**src/logic/pei_pkg.sv**
```systemverilog
// package: register map, field layout and reset values of the power event block
package pei_pkg;

  // ==========================================================================
  // bus geometry
  localparam int ADDR_W  = 12;
  localparam int DATA_W  = 32;
  localparam int NUM_EVT = 3;

  // ==========================================================================
  // register byte offsets
  localparam logic [ADDR_W-1:0] OFF_CONST_LATENCY_TRIGGER = 12'h078;
  localparam logic [ADDR_W-1:0] OFF_LOW_POWER_MODE_TRIGGER = 12'h07c;
  localparam logic [ADDR_W-1:0] OFF_SUPPLY_DROP_WARNING_EVENT = 12'h108;
  localparam logic [ADDR_W-1:0] OFF_SLEEP_ENTRY_EVENT = 12'h114;
  localparam logic [ADDR_W-1:0] OFF_SLEEP_EXIT_EVENT = 12'h118;
  localparam logic [ADDR_W-1:0] OFF_IRQ_ENABLE_SET = 12'h304;
  localparam logic [ADDR_W-1:0] OFF_IRQ_ENABLE_CLEAR = 12'h308;
  localparam logic [ADDR_W-1:0] OFF_EVENT_PENDING = 12'h30c;
  localparam logic [ADDR_W-1:0] OFF_MODE_STATUS = 12'h5fc;

  // ==========================================================================
  // field positions
  localparam int POS_TRIGGER     = 0;
  localparam int POS_EVENT_FLAG  = 0;
  localparam int POS_SUPPLY_DROP = 0;
  localparam int POS_SLEEP_ENTRY = 1;
  localparam int POS_SLEEP_EXIT  = 2;
  localparam int POS_MODE        = 0;

  // ==========================================================================
  // reset values
  localparam logic [NUM_EVT-1:0] RST_IRQ_ENABLE = 3'h0;
  localparam logic [NUM_EVT-1:0] RST_EVENT      = 3'h0;
  localparam logic [DATA_W-1:0]  RST_RDATA      = 32'h0000_0000;
  localparam logic [DATA_W-1:0]  UNMAPPED_RDATA = 32'h0000_0000;

  // ==========================================================================
  // latency modes
  typedef enum logic {
    PEI_MODE_LOW_POWER,
    PEI_MODE_CONST_LATENCY
  } pei_mode_t;

  localparam pei_mode_t RST_MODE = PEI_MODE_LOW_POWER;

  // ==========================================================================
  // helpers
  function automatic logic pei_hit(input logic [ADDR_W-1:0] addr,
                                   input logic [ADDR_W-1:0] off);
    return addr == off;
  endfunction

  function automatic logic [DATA_W-1:0] pei_word(input logic [NUM_EVT-1:0] v);
    return {{(DATA_W-NUM_EVT){1'b0}}, v};
  endfunction

endpackage

```
**src/logic/pei_event_flag.sv**
```systemverilog
// one sticky event flag: hardware set, software rewrite and write-one clear
`timescale 1ns/1ps
module pei_event_flag
  import pei_pkg::*;
(
  input  wire logic clk,
  input  wire logic nrst,
  input  wire logic ce,
  input  wire logic hw_set,
  input  wire logic sw_wr,
  input  wire logic sw_bit,
  input  wire logic sw_w1c,
  output logic      flag
);

  logic flag_reg;
  logic flag_next;

  // ==========================================================================
  // next value: a hardware event beats any software write in the same cycle
  always_comb begin
    flag_next = flag_reg;
    if (hw_set) begin
      flag_next = 1'b1;
    end else if (sw_wr) begin
      flag_next = sw_bit;
    end else if (sw_w1c) begin
      flag_next = 1'b0;
    end
  end

  always_ff @(posedge clk or negedge nrst) begin
    if (!nrst) begin
      flag_reg <= 1'b0;
    end else if (ce) begin
      flag_reg <= flag_next;
    end
  end

  assign flag = flag_reg;
endmodule

```
**src/logic/pei_regs.sv**
```systemverilog
// top: power event registers, latency mode selection and interrupt output
`timescale 1ns/1ps
module pei_regs
  import pei_pkg::*;
(
  input  wire logic                      SYS_CLK,
  input  wire logic                      NRST,
  input  wire logic                      CE,
  input  wire logic [pei_pkg::ADDR_W-1:0] ADDR,
  input  wire logic [pei_pkg::DATA_W-1:0] WDATA,
  input  wire logic                      WR,
  input  wire logic                      RD,
  output logic      [pei_pkg::DATA_W-1:0] RDATA,
  input  wire logic                      SUPPLY_DROP_WARNING,
  input  wire logic                      CPU_SLEEP,
  output logic                           CONST_LATENCY,
  output logic                           IRQ
);

  // ==========================================================================
  // declarations
  pei_mode_t            mode_reg;
  logic [NUM_EVT-1:0]   irq_en_reg;
  logic [NUM_EVT-1:0]   irq_en_next;
  logic [NUM_EVT-1:0]   evt_flag;
  logic [NUM_EVT-1:0]   evt_set;
  logic [NUM_EVT-1:0]   evt_wr;
  logic [NUM_EVT-1:0]   evt_w1c;
  logic                 sleep_prev_reg;
  logic                 sleep_entry;
  logic                 sleep_exit_a;
  logic [DATA_W-1:0]    rdata_reg;
  logic [DATA_W-1:0]    rdata_next;
  logic                 irq_reg;
  logic                 wr_go;
  logic                 rd_go;
  logic                 wr_low_power;
  logic                 wr_const_lat;
  logic                 wr_en_set;
  logic                 wr_en_clr;
  logic                 wr_pending;

  assign wr_go = WR && CE;
  assign rd_go = RD && CE;

  // ==========================================================================
  // write decode
  assign wr_low_power = wr_go && pei_hit(ADDR, OFF_LOW_POWER_MODE_TRIGGER);
  assign wr_const_lat = wr_go && pei_hit(ADDR, OFF_CONST_LATENCY_TRIGGER);
  assign wr_en_set    = wr_go && pei_hit(ADDR, OFF_IRQ_ENABLE_SET);
  assign wr_en_clr    = wr_go && pei_hit(ADDR, OFF_IRQ_ENABLE_CLEAR);
  assign wr_pending   = wr_go && pei_hit(ADDR, OFF_EVENT_PENDING);

  // ==========================================================================
  // latency mode: the two triggers are write-only, only bit 0 matters
  always_ff @(posedge SYS_CLK or negedge NRST) begin
    if (!NRST) begin
      mode_reg <= RST_MODE;
    end else if (CE) begin
      if (wr_low_power && WDATA[POS_TRIGGER]) begin
        mode_reg <= PEI_MODE_LOW_POWER;
      end else if (wr_const_lat && WDATA[POS_TRIGGER]) begin
        mode_reg <= PEI_MODE_CONST_LATENCY;
      end
    end
  end

  assign CONST_LATENCY = (mode_reg == PEI_MODE_CONST_LATENCY);

  // ==========================================================================
  // sleep edge detection on the synchronous sleep level
  always_ff @(posedge SYS_CLK or negedge NRST) begin
    if (!NRST) begin
      sleep_prev_reg <= 1'b0;
    end else if (CE) begin
      sleep_prev_reg <= CPU_SLEEP;
    end
  end

  assign sleep_entry  = CPU_SLEEP && !sleep_prev_reg;
  assign sleep_exit_a = !CPU_SLEEP && sleep_prev_reg;

  // ==========================================================================
  // event flags
  always_comb begin
    evt_set                  = RST_EVENT;
    evt_set[POS_SUPPLY_DROP] = SUPPLY_DROP_WARNING;
    evt_set[POS_SLEEP_ENTRY] = sleep_entry;
    evt_set[POS_SLEEP_EXIT]  = sleep_exit_a;
  end

  always_comb begin
    evt_wr                  = RST_EVENT;
    evt_wr[POS_SUPPLY_DROP] = wr_go && pei_hit(ADDR, OFF_SUPPLY_DROP_WARNING_EVENT);
    evt_wr[POS_SLEEP_ENTRY] = wr_go && pei_hit(ADDR, OFF_SLEEP_ENTRY_EVENT);
    evt_wr[POS_SLEEP_EXIT]  = wr_go && pei_hit(ADDR, OFF_SLEEP_EXIT_EVENT);
  end

  // pending register mirrors the flags in enable layout, write one clears
  assign evt_w1c = wr_pending ? WDATA[NUM_EVT-1:0] : RST_EVENT;

  for (genvar i = 0; i < NUM_EVT; i++) begin : g_evt
    pei_event_flag u_flag (
      .clk    (SYS_CLK),
      .nrst   (NRST),
      .ce     (CE),
      .hw_set (evt_set[i]),
      .sw_wr  (evt_wr[i]),
      .sw_bit (WDATA[POS_EVENT_FLAG]),
      .sw_w1c (evt_w1c[i]),
      .flag   (evt_flag[i])
    );
  end

  // ==========================================================================
  // interrupt enables: set and clear registers share one state
  always_comb begin
    irq_en_next = irq_en_reg;
    if (wr_en_set) begin
      irq_en_next = irq_en_reg | WDATA[NUM_EVT-1:0];
    end else if (wr_en_clr) begin
      irq_en_next = irq_en_reg & ~WDATA[NUM_EVT-1:0];
    end
  end

  always_ff @(posedge SYS_CLK or negedge NRST) begin
    if (!NRST) begin
      irq_en_reg <= RST_IRQ_ENABLE;
    end else if (CE) begin
      irq_en_reg <= irq_en_next;
    end
  end

  // ==========================================================================
  // interrupt output, registered so it is glitch free at the core
  always_ff @(posedge SYS_CLK or negedge NRST) begin
    if (!NRST) begin
      irq_reg <= 1'b0;
    end else if (CE) begin
      irq_reg <= |(evt_flag & irq_en_reg);
    end
  end

  assign IRQ = irq_reg;

  // ==========================================================================
  // read path: data in the cycle after the strobe, zero after any other cycle with CE high, held while CE is low
  always_comb begin
    rdata_next = UNMAPPED_RDATA;
    case (ADDR)
      OFF_SUPPLY_DROP_WARNING_EVENT: begin
        rdata_next = pei_word({2'h0, evt_flag[POS_SUPPLY_DROP]});
      end
      OFF_SLEEP_ENTRY_EVENT: begin
        rdata_next = pei_word({2'h0, evt_flag[POS_SLEEP_ENTRY]});
      end
      OFF_SLEEP_EXIT_EVENT: begin
        rdata_next = pei_word({2'h0, evt_flag[POS_SLEEP_EXIT]});
      end
      OFF_IRQ_ENABLE_SET, OFF_IRQ_ENABLE_CLEAR: begin
        rdata_next = pei_word(irq_en_reg);
      end
      OFF_EVENT_PENDING: begin
        rdata_next = pei_word(evt_flag);
      end
      OFF_MODE_STATUS: begin
        rdata_next = pei_word({2'h0, CONST_LATENCY});
      end
      default: begin
        // triggers are write-only and read as zero, like unmapped space
        rdata_next = UNMAPPED_RDATA;
      end
    endcase
  end

  always_ff @(posedge SYS_CLK or negedge NRST) begin
    if (!NRST) begin
      rdata_reg <= RST_RDATA;
    end else if (CE) begin
      rdata_reg <= rd_go ? rdata_next : RST_RDATA;
    end
  end

  assign RDATA = rdata_reg;
endmodule

```
**config.mk**
```make
export PLATFORM = sky130hd
export DESIGN_NAME = pei_regs
export DESIGN_NICKNAME = d
export VERILOG_FILES = /design/src/logic/pei_pkg.sv /design/src/logic/pei_event_flag.sv /design/src/logic/pei_regs.sv
export SDC_FILE = /design/constraint.sdc
export NUM_CORES = 1
export LEC_CHECK = 0
export BUFFER_PORTS_ARGS = -buffer_cell sky130_fd_sc_hd__buf_4
export CORE_ASPECT_RATIO = 0.75
export CORE_MARGIN = 2
export CORE_UTILIZATION = 25
export CTS_BUF_LIST = sky130_fd_sc_hd__clkbuf_4 sky130_fd_sc_hd__clkbuf_8
export DETAILED_ROUTE_END_ITERATION = 12
export GPL_TIMING_DRIVEN = 1
export PLACE_DENSITY_LB_ADDON = 0.25
export RECOVER_POWER = 100
export SKIP_LAST_GASP = 1
export SYNTH_ARGS = -nofsm -noshare
export SYNTH_HDL_FRONTEND = slang
export SYNTH_SLANG_ARGS = --single-unit
```
**constraint.sdc**
```tcl
create_clock -name SYS_CLK -period 2.5 [get_ports SYS_CLK]
set_input_delay 0.375 -clock SYS_CLK [delete_from_list [all_inputs] [get_ports SYS_CLK]]
set_output_delay 0.375 -clock SYS_CLK [all_outputs]
set_load 0.01 [all_outputs]
```
==> impl_metrics.json <==
{
  "prevailing_post_synth_register_cell": "dfrtp_1",
  "detailed_place_hpwl_mm": 2.21,
  "drt-wirelength-per-cell_um": 13.1,
  "max-clock-path-buffers": 2,
  "synth_top_family_by_area": "simple AND/OR/NAND/NOR gates",
  "worst_setup_path_start_kind": "primary input",
  "final_cells": 220,
  "power.combinational.fraction_pct": 21.7,
  "placement.io_buffers": 26,
  "clock-root-buffer": "clkbuf_8",
  "postSynthRegisterBits": 12,
  "cp.buffers_inverters": 1,
  "hold-worst-slack_ns": 0.382,
  "clk-insertion-delay-late_ns": 0.24,
  "drtAntennaViolNets": 0,
  "grt.overflow.total": 0,
  "hold_path.class": "in2reg",
  "cts_num_sinks": 12,
  "cts_tree": "built",
  "finalCriticalPeriod_ns": 1.79,
  "htree_num_levels": 1,
  "vias": 1028,
  "detail_route.wirelength_mm": 2.88,
  "synthTopCellsByArea": "dfrtp_1 (25%), buf_4 (19%), mux2_2 (4.7%)",
  "syn_area_per_cell_um2": 8.70,
  "post_synth_top_cells": "buf_4 (30), dfrtp_1 (12), nand3_1 (10), inv_1 (6), nand2_1 (6)",
  "setup-violations-final": 0,
  "syn-cell-area_um2": 1210,
  "total_leakage_power_nw": 0.557,
  "floorplan.initialDensity_pct": 26.6,
  "layout_worst_path_cycle_share_pct": 71.7,
  "grt_antenna_before_repair": 0,
  "pin_count_of_the_biggest_net_entering_global_routing": 20,
  "chipHeight_um": 64.2,
  "timing.critical_path.slowest_stage_cell": "clkbuf_1",
  "dpl.cell_count": 215,
  "globalplace.congestion": 0.819,
  "fp.dieArea_um2": 5420,
  "route.detailed.vias_per_inst": 4.67,
  "yosys-mux-area-fraction_pct": 5.48,
  "floorplan.core_area_um2": 4550,
  "post_synth_and_or_nand_nor_area_fraction_pct": 31.4,
  "powerDensity_nw_per_um2": 390,
  "max_slew_margin_pct": 50.6,
  "via_count_of_the_first_global_routing_pass": 890,
  "drt-pass1-iter-count": 4,
  "report.final.hold_viol_count": 0,
  "power.switching_fraction_pct": 28.7,
  "timing.critical_path.to_type": "flop",
  "p_int_mw": 0.380,
  "layout.filler_cells": 511,
  "p_sw_mw": 0.153,
  "crit_required_ns": 2.63,
  "synth_xor_xnor_area_share_pct": 1.45,
  "antenna_diode_count": 0,
  "final.setup_skew_ns": 0.00227,
  "wire_length_of_the_first_global_routing_pass_mm": 4.62,
  "critical_path_data_arrival_time_ns": 1.92,
  "postCtsSetupBuffers": 0,
  "number_of_cells_produced_by_synthesis": 139,
  "multiInputGateArea_um2": 738,
  "grt_setup_unrepaired": "false",
  "run_status": "completed",
  "synth_top_cell_area_share_pct": 24.8,
  "register_area_share_after_synthesis_pct": 24.8,
  "ioPinCount": 85,
  "power.share.sequential_pct": 37.4,
  "drive_gt1_share_pct": 24.5,
  "regToRegSetupSlack_ns": 1.45,
  "inserted_clock_buffers": 3,
  "crit_path_kind": "in2reg",
  "worst_pin_slew_ns": 0.730,
  "clkTransAtPathRegs_ns": 0.06,
  "ys_async_sr_fraction_pct": 100,
  "clkPwrFrac_pct": 40.9,
  "grt.total_usage_pct": 10.7,
  "worst_supply_voltage_drop_on_vdd_mv": 0.164,
  "drtIter0Drc": 63,
  "number_of_enable_flip_flop_cells_after_synthesis": 0,
  "timing.critical_path.cells": "clkbuf_1, nand3_1, nor3_1, mux2_2",
  "synthesized_area_fraction_occupied_by_ao_oa_aoi_and_oai_cells_pct": 14.2,
  "post_synth_num_cell_types": 49,
  "count_of_unresolved_drc_violations_after_routing": 0,
  "most_frequent_cell_after_synthesis": "buf_4",
  "timing.fmax_mhz": 558,
  "floorplan.rows": 21,
  "synth_top_area_cell": "dfrtp_1",
  "dieWidth_um": 84.3,
  "max_cap_viol_count": 0,
  "timing.critical_path.slowest_cell_delay_ns": 0.53,
  "cp_max_fo": 18,
  "seqCellArea_um2": 300,
  "worst_path_dominant_cell_family": "simple AND/OR/NAND/NOR gates",
  "nNetsFinal": 215,
  "finalSetupTns_ns": 0,
  "synth-adder-area-share_pct": 0,
  "area_delta_synth_final_pct": 12.9,
  "timing_max_transition_violations_final": 0,
  "yosys_warnings": 0
}
[worst reg2reg max path: cells and delay by family, from the launching register on]
family | cells | cell delay, ns
simple gates | 2 | 0.18
flops | 1 | 0.41
compound gates | 2 | 0.37
[power groups by stage]
| stage | combinational [mW] | clock, mW | sequential (mW) |
|---|---|---|---|
| floorplan | 0.101 | 0 | 0.203 |
| global placement | 0.118 | 0 | 0.202 |
| finish | 0.116 | 0.218 | 0.199 |
| CTS | 0.118 | 0.223 | 0.199 |
| detailed placement | 0.117 | 0 | 0.203 |
| global route | 0.129 | 0.233 | 0.199 |
[final timing paths]
check,cells after the start,start,endpoint
worst max-delay path,4,CE,flop
worst min-delay path,2,CPU_SLEEP,sleep_prev_reg
worst max register to register,4,g_evt[1].u_flag.flag,RDATA[0]
worst min register to register,2,RDATA[1],RDATA[1]
max in group asynchronous,2,NRST,g_evt[0].u_flag.flag
min in group asynchronous,2,NRST,async pin
[layer usage]
| metal | share of wire, % | vias up | track usage, % |
|---|---|---|---|
| met5 | 0 | - | 0 |
| met4 | 0.97 | 0 | 2.58 |
| met3 | 5.7 | 4 | 2.97 |
| met2 | 41 | 38 | 14.0 |
| met1 | 53 | 486 | 16.8 |
| li1 | - | 500 | - |
[stage by stage]
stage / power, mW / setup slack, ns / area, µm² / util, %
6_report: 0.533 / 0.708 / 1370 / 30.1
5_1_grt: 0.561 / 0.586 / 1370 / 30.1
4_1_cts: 0.540 / 0.948 / 1400 / 30.8
3_5_place_dp: 0.319 / 0.712 / 1330 / 29.3
3_3_place_gp: 0.320 / 0.695 / 1330 / 29.3
2_1_floorplan: 0.303 / 0.958 / 1320 / -
[kinds of logic after synthesis]
family                    count (synthesis)
and+or+nand+nor                          54
muxes                                     6
AOI/OAI and AO/OA                        23
buffers and inverters                    41
DFF                                      12
xor gates and xnor gates                  2
other                                     1
[placed cells by master (no fill, tap or decap), types with 2 or more instances in the layout]
cell,n
a21oi_1,4
buf_4,19
clkbuf_1,7
clkbuf_8,4
conb_1,29
dfrtp_1,12
inv_1,6
mux2_2,5
nand2_1,6
nand3_1,10
nand3b_1,3
nand4_1,5
nand4b_1,2
nor2_1,3
nor2b_1,3
nor3_1,4
nor3b_1,2
nor4_1,2
nor4b_1,2
o211ai_1,2
o21ai_0,2
o22ai_1,2
o31ai_1,2
o32a_2,2
[final cells by class]
class / count / share of cell area (%)
clock buffer: 4 / 4.03
inverter: 6 / 1.65
multi-input combinational: 114 / 54.0
sequential: 12 / 22.0
tap: 57 / 5.22
timing repair buffer: 27 / 13.1
[repair_timing]
item,4_1_cts,5_1_grt
hold endpoints to repair,12,0
gates resized for setup,0,0
hold buffers,1,0
(Power assumes the default switching activity.)
